File: src/shared/srp_pkg.sv
// Constants and carrier types for the receive pin and transmit timer control block
package srp_pkg;

	// ************************************************************
	// Register byte offsets
	// ************************************************************
	localparam logic [7:0] SRP_OFF_PIN_CTRL   = 8'h00;
	localparam logic [7:0] SRP_OFF_TMR_CTRL   = 8'h04;
	localparam logic [7:0] SRP_OFF_TMR_COUNT  = 8'h08;
	localparam logic [7:0] SRP_OFF_TMR_PERIOD = 8'h0C;

	// ************************************************************
	// Reset values
	// ************************************************************
	localparam logic [31:0] SRP_RST_WORD   = 32'h0000_0000;
	localparam logic [15:0] SRP_RST_HALF   = 16'h0000;
	localparam logic [5:0]  SRP_RST_RXTMR  = 6'h00;
	localparam logic [2:0]  SRP_RST_SYNC   = 3'h0;

	// ************************************************************
	// Pin control fields (pin k uses bits 4k+3..4k)
	// ************************************************************
	localparam int SRP_NUM_PINS   = 3;
	localparam int SRP_PIN_STRIDE = 4;
	localparam int SRP_PIN_FUNC   = 0;
	localparam int SRP_PIN_DIR    = 1;
	localparam int SRP_PIN_DOUT   = 2;
	localparam int SRP_PIN_DIN    = 3;
	localparam int SRP_IDX_CLK    = 0;
	localparam int SRP_IDX_DATA   = 1;
	localparam int SRP_IDX_SYNC   = 2;
	localparam int SRP_IDX_TXCLK  = 3;
	localparam int SRP_NUM_SYNC   = 4;
	localparam int SRP_SYNC_STAGES = 3;

	// ************************************************************
	// Timer control fields
	// ************************************************************
	localparam int SRP_TMR_GO     = 0;
	localparam int SRP_TMR_HOLD_N = 1;
	localparam int SRP_TMR_CP     = 2;
	localparam int SRP_TMR_SRC    = 3;
	localparam int SRP_TMR_FLAG   = 5;
	localparam int SRP_TMR_RX_LO  = 6;
	localparam int SRP_TMR_RX_HI  = 11;
	localparam int SRP_CNT_W      = 16;

	// ************************************************************
	// Carrier types
	// ************************************************************
	typedef struct packed {
		logic        psel;
		logic        penable;
		logic        pwrite;
		logic [7:0]  paddr;
		logic [31:0] pwdata;
	} srp_apb_req_t;

	typedef struct packed {
		logic func;
		logic dir;
		logic dout;
	} srp_pin_cfg_t;

endpackage

File: src/hw/srp_top.sv
// Receive pin control and transmit timer control with APB register access

// Behaviour
// Clock pin: function bit picks GPIO or port
// Clock pin direction: 0 input, 1 output
// Clock pin output drives data-out bit
// Clock pin data-in reads pin, read-only
// Data pin: function bit picks GPIO or port
// Data pin direction: 0 input, 1 output
// Data pin output drives data-out bit
// Data pin data-in reads pin, read-only
// Sync pin: function bit picks GPIO or port
// Sync pin direction: 0 input, 1 output
// Sync pin output drives data-out bit
// Sync pin data-in reads pin, read-only
// Pin register 32 bits, zero reset, reserved zero
// Timer control 32 bits, zero at reset
// Bits 5..0 transmit, 11..6 receive timer
// Timer counter is sixteen bits wide
// Restart zeroes counter, counts from next tick
// Restart self-clears on tick; zero write ignored
// Hold low freezes counter value
// Hold also freezes divide-by-two prescaler
// Clock mode: output toggles, half duty
// Pulse mode: one-cycle pulse each period
// Source bit: half clock or synced pin
// Flag follows output, rise interrupts, read-only
// Counter wraps to zero at period, reset zero
// Writes act next clock; restart waits tick
module srp_top (
	input  wire logic                 mclk,
	input  wire logic                 reset,
	input  wire srp_pkg::srp_apb_req_t apb_req,
	output logic                      pready,
	output logic [31:0]               prdata,
	output logic                      pslverr,
	input  wire logic                 receive_clock_pin_in,
	output logic                      receive_clock_pin_out,
	output logic                      receive_clock_pin_oe,
	input  wire logic                 receive_data_pin_in,
	output logic                      receive_data_pin_out,
	output logic                      receive_data_pin_oe,
	input  wire logic                 receive_frame_sync_pin_in,
	output logic                      receive_frame_sync_pin_out,
	output logic                      receive_frame_sync_pin_oe,
	input  wire logic                 transmit_clock_pin_in,
	input  wire logic [2:0]           port_pin_out,
	input  wire logic [2:0]           port_pin_oe,
	output logic [2:0]                port_pin_level,
	output logic                      tx_timer_out,
	output logic                      tx_timer_irq
);

	// ************************************************************
	// Helpers
	// ************************************************************
	function automatic logic addr_hit(input logic [7:0] a, input logic [7:0] off);
		addr_hit = (a == off);
	endfunction

	function automatic logic [3:0] pin_nibble(input srp_pkg::srp_pin_cfg_t c, input logic lvl);
		logic [3:0] n;
		n = 4'h0;
		n[srp_pkg::SRP_PIN_FUNC] = c.func;
		n[srp_pkg::SRP_PIN_DIR]  = c.dir;
		n[srp_pkg::SRP_PIN_DOUT] = c.dout;
		n[srp_pkg::SRP_PIN_DIN]  = lvl;
		pin_nibble = n;
	endfunction

	// ************************************************************
	// State
	// ************************************************************
	srp_pkg::srp_pin_cfg_t                  pin_cfg_reg [srp_pkg::SRP_NUM_PINS];
	srp_pkg::srp_pin_cfg_t                  pin_cfg_next [srp_pkg::SRP_NUM_PINS];
	logic [2:0]                             sync_reg [srp_pkg::SRP_NUM_SYNC];
	logic [2:0]                             sync_next [srp_pkg::SRP_NUM_SYNC];
	logic [srp_pkg::SRP_NUM_SYNC-1:0]       lvl_reg;
	logic [srp_pkg::SRP_NUM_SYNC-1:0]       lvl_next;
	logic                                   txclk_prev_reg;
	logic                                   txclk_prev_next;
	logic [2:0]                             pin_out_reg;
	logic [2:0]                             pin_out_next;
	logic [2:0]                             pin_oe_reg;
	logic [2:0]                             pin_oe_next;
	logic                                   go_reg;
	logic                                   go_next;
	logic                                   hold_n_reg;
	logic                                   hold_n_next;
	logic                                   cp_reg;
	logic                                   cp_next;
	logic                                   src_reg;
	logic                                   src_next;
	logic [5:0]                             rxtmr_reg;
	logic [5:0]                             rxtmr_next;
	logic                                   presc_reg;
	logic                                   presc_next;
	logic [srp_pkg::SRP_CNT_W-1:0]          count_reg;
	logic [srp_pkg::SRP_CNT_W-1:0]          count_next;
	logic [srp_pkg::SRP_CNT_W-1:0]          period_reg;
	logic [srp_pkg::SRP_CNT_W-1:0]          period_next;
	logic                                   flag_reg;
	logic                                   flag_next;
	logic                                   irq_reg;
	logic                                   irq_next;
	logic                                   pready_reg;
	logic                                   pready_next;
	logic [31:0]                            prdata_reg;
	logic [31:0]                            prdata_next;
	logic                                   pslverr_reg;
	logic                                   pslverr_next;

	// ************************************************************
	// Combinational signals
	// ************************************************************
	logic [srp_pkg::SRP_NUM_SYNC-1:0]       pin_raw;
	logic [2:0]                             port_lvl;
	logic                                   access;
	logic                                   wr_done;
	logic                                   mapped;
	logic [31:0]                            pin_word;
	logic [31:0]                            tmr_word;
	logic [31:0]                            rd_word;
	logic                                   tick;
	logic                                   wrap;
	logic [srp_pkg::SRP_CNT_W-1:0]          count_inc;

	assign pin_raw[srp_pkg::SRP_IDX_CLK]  = receive_clock_pin_in;
	assign pin_raw[srp_pkg::SRP_IDX_DATA] = receive_data_pin_in;
	assign pin_raw[srp_pkg::SRP_IDX_SYNC] = receive_frame_sync_pin_in;
	assign pin_raw[srp_pkg::SRP_IDX_TXCLK] = transmit_clock_pin_in;
	assign port_lvl = lvl_reg[2:0];

	// ************************************************************
	// Register read images
	// ************************************************************
	always_comb begin
		pin_word = srp_pkg::SRP_RST_WORD;
		// Data-in reads level
		// Data-in reads level
		// Data-in reads level
		// Reserved bits read zero
		for (int k = 0; k < srp_pkg::SRP_NUM_PINS; k++) begin
			pin_word[k*srp_pkg::SRP_PIN_STRIDE +: 4] = pin_nibble(pin_cfg_reg[k], port_lvl[k]);
		end
		tmr_word = srp_pkg::SRP_RST_WORD;
		// Transmit and receive fields
		tmr_word[srp_pkg::SRP_TMR_GO]     = go_reg;
		tmr_word[srp_pkg::SRP_TMR_HOLD_N] = hold_n_reg;
		tmr_word[srp_pkg::SRP_TMR_CP]     = cp_reg;
		tmr_word[srp_pkg::SRP_TMR_SRC]    = src_reg;
		tmr_word[srp_pkg::SRP_TMR_FLAG]   = flag_reg;
		tmr_word[srp_pkg::SRP_TMR_RX_HI:srp_pkg::SRP_TMR_RX_LO] = rxtmr_reg;
	end

	always_comb begin
		mapped = 1'b1;
		rd_word = srp_pkg::SRP_RST_WORD;
		if (addr_hit(apb_req.paddr, srp_pkg::SRP_OFF_PIN_CTRL)) begin
			rd_word = pin_word;
		end else if (addr_hit(apb_req.paddr, srp_pkg::SRP_OFF_TMR_CTRL)) begin
			rd_word = tmr_word;
		end else if (addr_hit(apb_req.paddr, srp_pkg::SRP_OFF_TMR_COUNT)) begin
			rd_word[srp_pkg::SRP_CNT_W-1:0] = count_reg;
		end else if (addr_hit(apb_req.paddr, srp_pkg::SRP_OFF_TMR_PERIOD)) begin
			rd_word[srp_pkg::SRP_CNT_W-1:0] = period_reg;
		end else begin
			mapped = 1'b0;
		end
	end

	// ************************************************************
	// Next-state logic
	// ************************************************************
	always_comb begin
		access  = apb_req.psel && apb_req.penable;
		wr_done = access && pready_reg && apb_req.pwrite && mapped;

		// APB slave: one wait cycle, then completion
		pready_next  = access && !pready_reg;
		prdata_next  = prdata_reg;
		pslverr_next = 1'b0;
		if (access && !pready_reg) begin
			prdata_next  = apb_req.pwrite ? srp_pkg::SRP_RST_WORD : rd_word;
			pslverr_next = !mapped;
		end
	end

	// ************************************************************
	// Pin synchronisers
	// ************************************************************
	always_comb begin
		// Three-stage synchronisers, change taken when last two stages agree
		for (int k = 0; k < srp_pkg::SRP_NUM_SYNC; k++) begin
			sync_next[k] = {sync_reg[k][1:0], pin_raw[k]};
			lvl_next[k] = (sync_reg[k][1] == sync_reg[k][2]) ? sync_reg[k][2] : lvl_reg[k];
		end
	end

	// ************************************************************
	// Pin configuration
	// ************************************************************
	always_comb begin
		// Pin configuration writes
		for (int k = 0; k < srp_pkg::SRP_NUM_PINS; k++) begin
			pin_cfg_next[k] = pin_cfg_reg[k];
			if (wr_done && addr_hit(apb_req.paddr, srp_pkg::SRP_OFF_PIN_CTRL)) begin
				// Data-in write ignored
				pin_cfg_next[k].func = apb_req.pwdata[k*srp_pkg::SRP_PIN_STRIDE + srp_pkg::SRP_PIN_FUNC];
				pin_cfg_next[k].dir  = apb_req.pwdata[k*srp_pkg::SRP_PIN_STRIDE + srp_pkg::SRP_PIN_DIR];
				pin_cfg_next[k].dout = apb_req.pwdata[k*srp_pkg::SRP_PIN_STRIDE + srp_pkg::SRP_PIN_DOUT];
			end
		end

		// Pin drive selection
		// Clock pin function mux
		// Direction selects enable
		// Drive data-out bit
		// Data pin function mux
		// Direction selects enable
		// Drive data-out bit
		// Sync pin function mux
		// Direction selects enable
		// Drive data-out bit
		for (int k = 0; k < srp_pkg::SRP_NUM_PINS; k++) begin
			pin_out_next[k] = pin_cfg_reg[k].func ? port_pin_out[k] : pin_cfg_reg[k].dout;
			pin_oe_next[k]  = pin_cfg_reg[k].func ? port_pin_oe[k]  : pin_cfg_reg[k].dir;
		end
	end

	// ************************************************************
	// Transmit timer
	// ************************************************************
	always_comb begin
		// Timer control writes
		go_next     = go_reg;
		hold_n_next = hold_n_reg;
		cp_next     = cp_reg;
		src_next    = src_reg;
		rxtmr_next  = rxtmr_reg;
		period_next = period_reg;
		txclk_prev_next = lvl_reg[srp_pkg::SRP_IDX_TXCLK];

		// Internal half rate or pin edge
		tick = hold_n_reg && (src_reg ? presc_reg
			: (lvl_reg[srp_pkg::SRP_IDX_TXCLK] && !txclk_prev_reg));

		// Prescaler frozen in hold
		presc_next = hold_n_reg ? !presc_reg : presc_reg;

		// Sixteen-bit counter step
		count_inc = count_reg + 16'h0001;
		// Wrap when reaching period
		wrap = tick && !go_reg && (count_inc == period_reg);
		count_next = count_reg;
		// Restart zeroes on tick
		// Hold keeps counter
		if (tick && go_reg) begin
			count_next = srp_pkg::SRP_RST_HALF;
		end else if (tick) begin
			count_next = wrap ? srp_pkg::SRP_RST_HALF : count_inc;
		end

		// Restart clears on tick
		if (tick) begin
			go_next = 1'b0;
		end

		if (wr_done && addr_hit(apb_req.paddr, srp_pkg::SRP_OFF_TMR_CTRL)) begin
			// Restart pending until tick; set wins
			if (apb_req.pwdata[srp_pkg::SRP_TMR_GO]) begin
				go_next = 1'b1;
			end
			hold_n_next = apb_req.pwdata[srp_pkg::SRP_TMR_HOLD_N];
			cp_next     = apb_req.pwdata[srp_pkg::SRP_TMR_CP];
			src_next    = apb_req.pwdata[srp_pkg::SRP_TMR_SRC];
			rxtmr_next  = apb_req.pwdata[srp_pkg::SRP_TMR_RX_HI:srp_pkg::SRP_TMR_RX_LO];
		end
		if (wr_done && addr_hit(apb_req.paddr, srp_pkg::SRP_OFF_TMR_COUNT)) begin
			count_next = apb_req.pwdata[srp_pkg::SRP_CNT_W-1:0];
		end
		if (wr_done && addr_hit(apb_req.paddr, srp_pkg::SRP_OFF_TMR_PERIOD)) begin
			period_next = apb_req.pwdata[srp_pkg::SRP_CNT_W-1:0];
		end

		// Clock mode toggles
		// Pulse mode single cycle
		if (cp_reg) begin
			flag_next = wrap ? !flag_reg : flag_reg;
		end else begin
			flag_next = wrap;
		end

		// Interrupt on flag rise
		irq_next = flag_next && !flag_reg;
	end

	// ************************************************************
	// Registers
	// ************************************************************
	always_ff @(posedge mclk) begin
		if (reset) begin
			// Pin register clears
			for (int k = 0; k < srp_pkg::SRP_NUM_PINS; k++) begin
				pin_cfg_reg[k] <= '0;
			end
			for (int k = 0; k < srp_pkg::SRP_NUM_SYNC; k++) begin
				sync_reg[k] <= srp_pkg::SRP_RST_SYNC;
			end
			lvl_reg        <= '0;
			txclk_prev_reg <= 1'b0;
			pin_out_reg    <= 3'h0;
			pin_oe_reg     <= 3'h0;
			// Timer control clears
			go_reg         <= 1'b0;
			hold_n_reg     <= 1'b0;
			cp_reg         <= 1'b0;
			src_reg        <= 1'b0;
			rxtmr_reg      <= srp_pkg::SRP_RST_RXTMR;
			presc_reg      <= 1'b0;
			// Counter zero at reset
			count_reg      <= srp_pkg::SRP_RST_HALF;
			period_reg     <= srp_pkg::SRP_RST_HALF;
			flag_reg       <= 1'b0;
			irq_reg        <= 1'b0;
			pready_reg     <= 1'b0;
			prdata_reg     <= srp_pkg::SRP_RST_WORD;
			pslverr_reg    <= 1'b0;
		end else begin
			for (int k = 0; k < srp_pkg::SRP_NUM_PINS; k++) begin
				pin_cfg_reg[k] <= pin_cfg_next[k];
			end
			for (int k = 0; k < srp_pkg::SRP_NUM_SYNC; k++) begin
				sync_reg[k] <= sync_next[k];
			end
			lvl_reg        <= lvl_next;
			txclk_prev_reg <= txclk_prev_next;
			pin_out_reg    <= pin_out_next;
			pin_oe_reg     <= pin_oe_next;
			go_reg         <= go_next;
			hold_n_reg     <= hold_n_next;
			cp_reg         <= cp_next;
			src_reg        <= src_next;
			rxtmr_reg      <= rxtmr_next;
			presc_reg      <= presc_next;
			count_reg      <= count_next;
			period_reg     <= period_next;
			flag_reg       <= flag_next;
			irq_reg        <= irq_next;
			pready_reg     <= pready_next;
			prdata_reg     <= prdata_next;
			pslverr_reg    <= pslverr_next;
		end
	end

	// ************************************************************
	// Outputs
	// ************************************************************
	assign pready                     = pready_reg;
	assign prdata                     = prdata_reg;
	assign pslverr                    = pslverr_reg;
	assign receive_clock_pin_out      = pin_out_reg[srp_pkg::SRP_IDX_CLK];
	assign receive_clock_pin_oe       = pin_oe_reg[srp_pkg::SRP_IDX_CLK];
	assign receive_data_pin_out       = pin_out_reg[srp_pkg::SRP_IDX_DATA];
	assign receive_data_pin_oe        = pin_oe_reg[srp_pkg::SRP_IDX_DATA];
	assign receive_frame_sync_pin_out = pin_out_reg[srp_pkg::SRP_IDX_SYNC];
	assign receive_frame_sync_pin_oe  = pin_oe_reg[srp_pkg::SRP_IDX_SYNC];
	assign port_pin_level             = port_lvl;
	assign tx_timer_out               = flag_reg;
	assign tx_timer_irq               = irq_reg;

endmodule

File: config.mk
export PLATFORM = sky130hd
export DESIGN_NAME = srp_top
export DESIGN_NICKNAME = d
export VERILOG_FILES = /design/src/shared/srp_pkg.sv /design/src/hw/srp_top.sv
export SDC_FILE = /design/constraint.sdc
export NUM_CORES = 1
export LEC_CHECK = 0
export BUFFER_PORTS_ARGS = -buffer_cell sky130_fd_sc_hd__buf_2
export CAP_MARGIN = 5
export CORE_MARGIN = 4
export CORE_UTILIZATION = 50
export CTS_CLUSTER_SIZE = 8
export DETAILED_ROUTE_END_ITERATION = 10
export PLACE_DENSITY = 0.74
export REMOVE_ABC_BUFFERS = 1
export SYNTH_ARGS = -nofsm -noshare
export SYNTH_HDL_FRONTEND = slang
export SYNTH_SLANG_ARGS = --single-unit
File: constraint.sdc
create_clock -name mclk -period 6.4 [get_ports mclk]
set_input_delay 1.28 -clock mclk [delete_from_list [all_inputs] [get_ports mclk]]
set_output_delay 1.28 -clock mclk [all_outputs]
set_load 0.02 [all_outputs]
---- Yosys cells after proc, flatten, opt, wreduce, memory -nomap -nowiden ----
Memory sizes are Yosys's and may differ from the RTL's.
Index checks and enable logic that the tools add are counted.
word-level totals
  register bits after elaboration ......... 90
  memory bits (writable) .................. 21
  input port bits ......................... 55
  output and inout port bits .............. 45
  word-level logic and storage cells ...... 101
  memories ................................ 2
cells by class
  add/sub/neg operators ................... 1
  eq/ne operators ......................... 8
  multiplexer cells ....................... 38
  bitwise gates (word level) .............. 8
  reduce and logical (&&, ||, !) cells .... 24
memories
  name         depth  width  read ports  clocked after Yosys merged registers in  wr ports  RTL line       source
  sync_reg     4      3      4           0                                        4         srp_top.sv:76  logic [2:0] sync_reg [srp_pkg::SRP_NUM_SYNC];
  pin_cfg_reg  3      3      3           0                                        3         srp_top.sv:74  srp_pkg::srp_pin_cfg_t pin_cfg_reg [srp_pkg::SRP_NUM_PINS];
operator list
  cell                                                              count
  16-bit two-way mux                                                8
  32-bit two-way mux                                                1
  3-bit two-way mux                                                 10
  1-bit two-way mux                                                 19
  16-bit by 1-bit adder with 16-bit output (second input constant)  1
  16-bit == test                                                    1
  8-bit by 4-bit == test with 1-bit output (second input constant)  2
  1-bit logical AND                                                 15
  8-bit by 3-bit == test with 1-bit output (second input constant)  1
  8-bit zero test                                                   1
  1-bit OR                                                          7
  1-bit zero test                                                   6
  1-bit == test                                                     4
  3-bit nonzero test                                                1
  2-bit OR reduction                                                1
  1-bit inverter                                                    1

---- Depth between registers and ports, before layout ----
  word-level depth ........................ 10
  mapped depth ............................ 10
  depth with buffers taken out ............ 8

---- Worst setup path after synthesis ----
OpenSTA, ideal clock, no wires.
  kind .................................... in2reg
  start point ............................. input port apb_req[39] (netlist bit)
  end point ............................... register count_reg[0] (netlist bit)
  library setup time ...................... 0.130 ns
  data arrival time ....................... 3.261 ns
  data required time ...................... 6.270 ns
  setup slack ............................. 3.009 ns
  stages .................................. 10
  buffers on the path ..................... 3
  cells stage by stage .................... nor4_1 nand2_1 or3_1 clkbuf_1 or3b_2 clkbuf_1 clkbuf_1 and3_2 a21oi_1 o22ai_1
between the ends
  word-level cells in the longest chain between the ends .. 8
  elaborated cells between the ends (all ways) .. 12
  classes of those cells .................. 3 x eq/ne; 5 x mux; 4 x reduce/logical
RTL lines
  what                                                                       RTL line        source
  from (decl)                                                                srp_top.sv:33   input wire srp_pkg::srp_apb_req_t apb_req,
  8-bit by 4-bit == test with 1-bit output                                   srp_top.sv:58   addr_hit = (a == off);
  1-bit two-way mux                                                          srp_top.sv:165  end else if (addr_hit(apb_req.paddr, srp_pkg::SRP_OFF_TMR_PERIOD)) begin
  1-bit two-way mux                                                          srp_top.sv:163  end else if (addr_hit(apb_req.paddr, srp_pkg::SRP_OFF_TMR_COUNT)) begin
  1-bit two-way mux                                                          srp_top.sv:161  end else if (addr_hit(apb_req.paddr, srp_pkg::SRP_OFF_TMR_CTRL)) begin
  1-bit two-way mux                                                          srp_top.sv:159  if (addr_hit(apb_req.paddr, srp_pkg::SRP_OFF_PIN_CTRL)) begin
  1-bit logical AND                                                          srp_top.sv:177  wr_done = access && pready_reg && apb_req.pwrite && mapped;
  1-bit logical AND (*)                                                      srp_top.sv:279  if (wr_done && addr_hit(apb_req.paddr, srp_pkg::SRP_OFF_TMR_COUNT)) begin
  3-bit nonzero test (no line) / 16-bit two-way mux (equally long branches)  n/a
  to (signal assigned)                                                       srp_top.sv:322  count_reg <= srp_pkg::SRP_RST_HALF;
  to (signal assigned)                                                       srp_top.sv:346  count_reg <= count_next;
  to (decl)                                                                  srp_top.sv:98   logic [srp_pkg::SRP_CNT_W-1:0] count_reg;
Mark *: on every way between the ends. The rest lies on a longest branch, timed or not.
A chain may end at the register's enable or synchronous reset.

---- Final worst setup path ----
  start point ............................. register count_reg[0] (netlist bit)
  end point ............................... register count_reg[15] (netlist bit)
between the ends
  word-level cells in the longest chain between the ends .. 7
RTL lines
  what                                          RTL line        source
  16-bit by 1-bit adder with 16-bit output (*)  srp_top.sv:252  count_inc = count_reg + 16'h0001;
  16-bit == test                                srp_top.sv:254  wrap = tick && !go_reg && (count_inc == period_reg);
  1-bit logical AND                             srp_top.sv:254
  16-bit two-way mux (*)                        srp_top.sv:261  count_next = wrap ? srp_pkg::SRP_RST_HALF : count_inc;
  16-bit two-way mux (*)                        srp_top.sv:260  end else if (tick) begin
  16-bit two-way mux (*)                        srp_top.sv:258  if (tick && go_reg) begin
  16-bit two-way mux (*)                        srp_top.sv:279
Mark *: on every way between the ends. The rest lies on a longest branch, timed or not. The select of a mux whose other input is x is not followed.

==> impl_metrics.py <==
metrics = {
    "outcome": {
        "status": "finished, final reports clean",
    },
    "worst_hold_path": {
        "min_path_type": "reg -> reg",
        "hold_depth": 1,
    },
    "clock_network": {
        "hold_buffers": 0,
        "cts_max_path_buffers": 2,
        "cts_setup_buffers": 0,
        "clkTransAtPathRegs_ns": 0.10,
        "cts_buffers": 9,
        "cts_tree": "yes",
        "clkLatencyLatePin_ns": 0.37,
        "cts.repair.resized": 0,
        "htreeDepth": 3,
        "root_buffer": "clkbuf_8",
        "cts.sinks": 95,
    },
    "routing": {
        "avgViaCountPerCell": 5.55,
        "ant_nets": 0,
        "wl_um": 11200,
        "wl_per_cell_um": 16.2,
        "initialDrtViolationCount": 195,
        "route.detailed.drc": 0,
        "via_count": 3860,
        "firstDrtPassIters": 7,
    },
    "worst_setup_path": {
        "critPathCaptureType": "register",
        "crit_path_top_delay_cell": "or4_4",
        "critical_path.cell_chain": "ha_1 -> and3_1 -> nand3_4 -> a2111o_1 -> or4_1 -> or4_4 -> o21ai_4 -> o22ai_1",
        "rr_worst_depth": 8,
        "slowest_delay_ns": 0.58,
        "cp.arrival_ns": 3.59,
        "crit_type": "reg -> reg",
        "crit_path_max_fanout": 14,
        "start_kind": "register",
        "cp.required_ns": 6.62,
    },
    "placed_design": {
        "dp_hpwl_um": 7700,
        "place_congestion": 0.886,
        "dp_slack_ns": 2.72,
        "port_buffers": 67,
        "place_inst": 679,
    },
    "timing": {
        "tightestPinTransition_ns": 1.24,
        "period_needed_ns": 3.37,
        "max_freq_mhz": 297,
        "tns_ns": 0,
        "fin_worst_skew_ns": 0.0144,
        "postLayoutSetupSlackWorst_ns": 3.03,
        "slew_headroom_pct": 17.0,
        "finalHoldViolCount": 0,
        "period_share_pct": 52.6,
        "rsz0062_at_grt": "false",
        "drv_slew": 0,
        "setup_violations": 0,
    },
    "grt": {
        "gr-usage-met1_pct": 25.4,
        "top_usage_layer": "met2",
        "antenna_found_initial": 0,
        "met2_usage_pct": 33.3,
        "track_usage_pct": 19.8,
        "gr-usage-met3_pct": 3.31,
        "grt_max_degree": 60,
        "grt_pass1_wl_um": 18100,
        "grt_overflow": 0,
        "grt_pass1_vias": 3744,
    },
    "power_and_ir_drop": {
        "total_power_mw": 1.06,
        "power_density_nw_per_um2": 201,
        "p_leak_nw": 2.09,
        "peakVddDrop_mv": 0.164,
    },
    "synth": {
        "async_reset_ff_share_pct": 0,
        "postSynth.topFlopCell": "dfxtp_1",
        "synth_edf_count": 0,
        "ys_seq_elements": 95,
        "ys_types": 61,
        "synth_cells": 523,
        "netlist_area_um2": 4860,
        "yosysSeqAreaShare_pct": 39.1,
        "syn_area_per_cell_um2": 9.29,
        "yosysWarnings": 0,
    },
    "cells_and_area": {
        "fin_nets": 617,
        "multi_input_area_um2": 2640,
        "layout-drive-gt1-share_pct": 21.2,
        "final_cells": 695,
        "fill_cells": 869,
        "final_core_util_pct": 56.7,
        "area_delta_synth_final_pct": 8.86,
        "diodes": 0,
        "seq_area_um2": 1900,
    },
    "floorplan": {
        "start_util_pct": 52.1,
        "core_area_um2": 9330,
        "pin_count": 100,
        "row_count": 35,
        "fp.dieW_um": 107,
        "dieArea_um2": 11400,
        "dieHeight_um": 107,
    },
    "flow_run": {
        "maxCapViolations": 0,
    },
}
-- logic make-up after synthesis --
logic type / Yosys count / synth area share, %
other: 1 / 0.0772
flip-flops: 95 / 39.1
adder cells (fa/ha/maj): 1 / 0.257
buffers and inverters: 62 / 7.73
XOR/XNOR: 28 / 6.08
multiplexers: 60 / 15.4
AO/OA/AOI/OAI: 74 / 9.01
AND/OR/NAND/NOR: 202 / 22.3
-- cell usage after synthesis, types with 3 or more instances --
cell type	instances	area, µm²
and3_2	5	37.5
and3_1	12	75.1
nand4_1	4	25.0
a21oi_1	40	200
nand3_1	23	115
nor2_1	60	225
buf_1	6	22.5
xor2_1	6	52.6
buf_6	4	45.0
nor3_1	11	55.1
o22ai_1	14	87.6
nand2_1	33	124
xnor2_1	19	166
o21ai_0	8	40.0
nor2b_1	15	93.8
nor3b_1	5	37.5
clkbuf_1	18	67.6
dfxtp_1	95	1900
buf_2	3	15.0
buf_4	23	173
mux2i_1	47	470
nor4_1	9	56.3
clkbuf_2	3	15.0
mux4_2	9	203
-- critical path, delay by kind of cell (launching register included) --
kind / cells / cell delay (ns)
flops: 1 / 0.51
compound gates: 3 / 0.95
fa+ha+maj: 1 / 0.30
simple gates: 4 / 1.47
-- per-stage QoR --
stage | cell area (µm²) | hold slack (ns)
6_report | 5290 | 0.444
5_1_grt | 5290 | 0.466
4_1_cts | 5290 | 0.452
3_5_place_dp | 5080 | 0.428
3_3_place_gp | 5080 | 0.416
2_1_floorplan | 4550 | 0.414
-- power breakdown --
part           internal (mW)  leakage (nW)  switching [mW]
clock                  0.197         0.106           0.218
combinational         0.0161          1.22          0.0369
sequential             0.594         0.767         0.00135
-- layer usage --
| metal | vias to the layer above | wire (µm) | part of all wire [%] |
|---|---|---|---|
| met5 | - | 0 | 0 |
| li1 | 1889 | - | - |
| met2 | 114 | 5360 | 48 |
| met4 | 0 | 216 | 1.9 |
| met3 | 24 | 602 | 5.4 |
| met1 | 1833 | 5050 | 45 |
-- cell type report --
class,count,area share (%)
timing repair buffer,72,7.05
tap,129,3.05
clock inverter,5,1.21
multi-input combinational,381,49.9
sequential,95,36.0
inverter,2,0.142
clock buffer,11,2.67
-- worst paths after layout --
kind                                 to  slack, ns                      start
max          count_reg[15]$_SDFFE_PP0P_       3.03  count_reg[0]$_SDFFE_PP0P_
min           sync_reg[0][1]$_SDFF_PP0_       0.44  sync_reg[0][0]$_SDFF_PP0_
max reg2reg  count_reg[15]$_SDFFE_PP0P_       3.03  count_reg[0]$_SDFFE_PP0P_
min reg2reg   sync_reg[0][1]$_SDFF_PP0_       0.44  sync_reg[0][0]$_SDFF_PP0_
-- cell usage in the layout (no fill, tap or decap), types with 4 or more instances in the layout --
cell       n
and3_2     5
nand2_1   33
conb_1    16
buf_2     67
o21ai_0    8
nor3b_1    5
mux2i_1   47
a21oi_1   40
xnor2_1   19
nor3_1    11
mux4_2     9
buf_4      5
nor2_1    59
and3_1    12
nand3_1   23
clkbuf_8  10
dfxtp_1   95
o22ai_1   14
nand4_1    4
nor2b_1   15
xor2_1     6
nor4_1     9
Note: power is estimated with default switching activity, not from simulation.
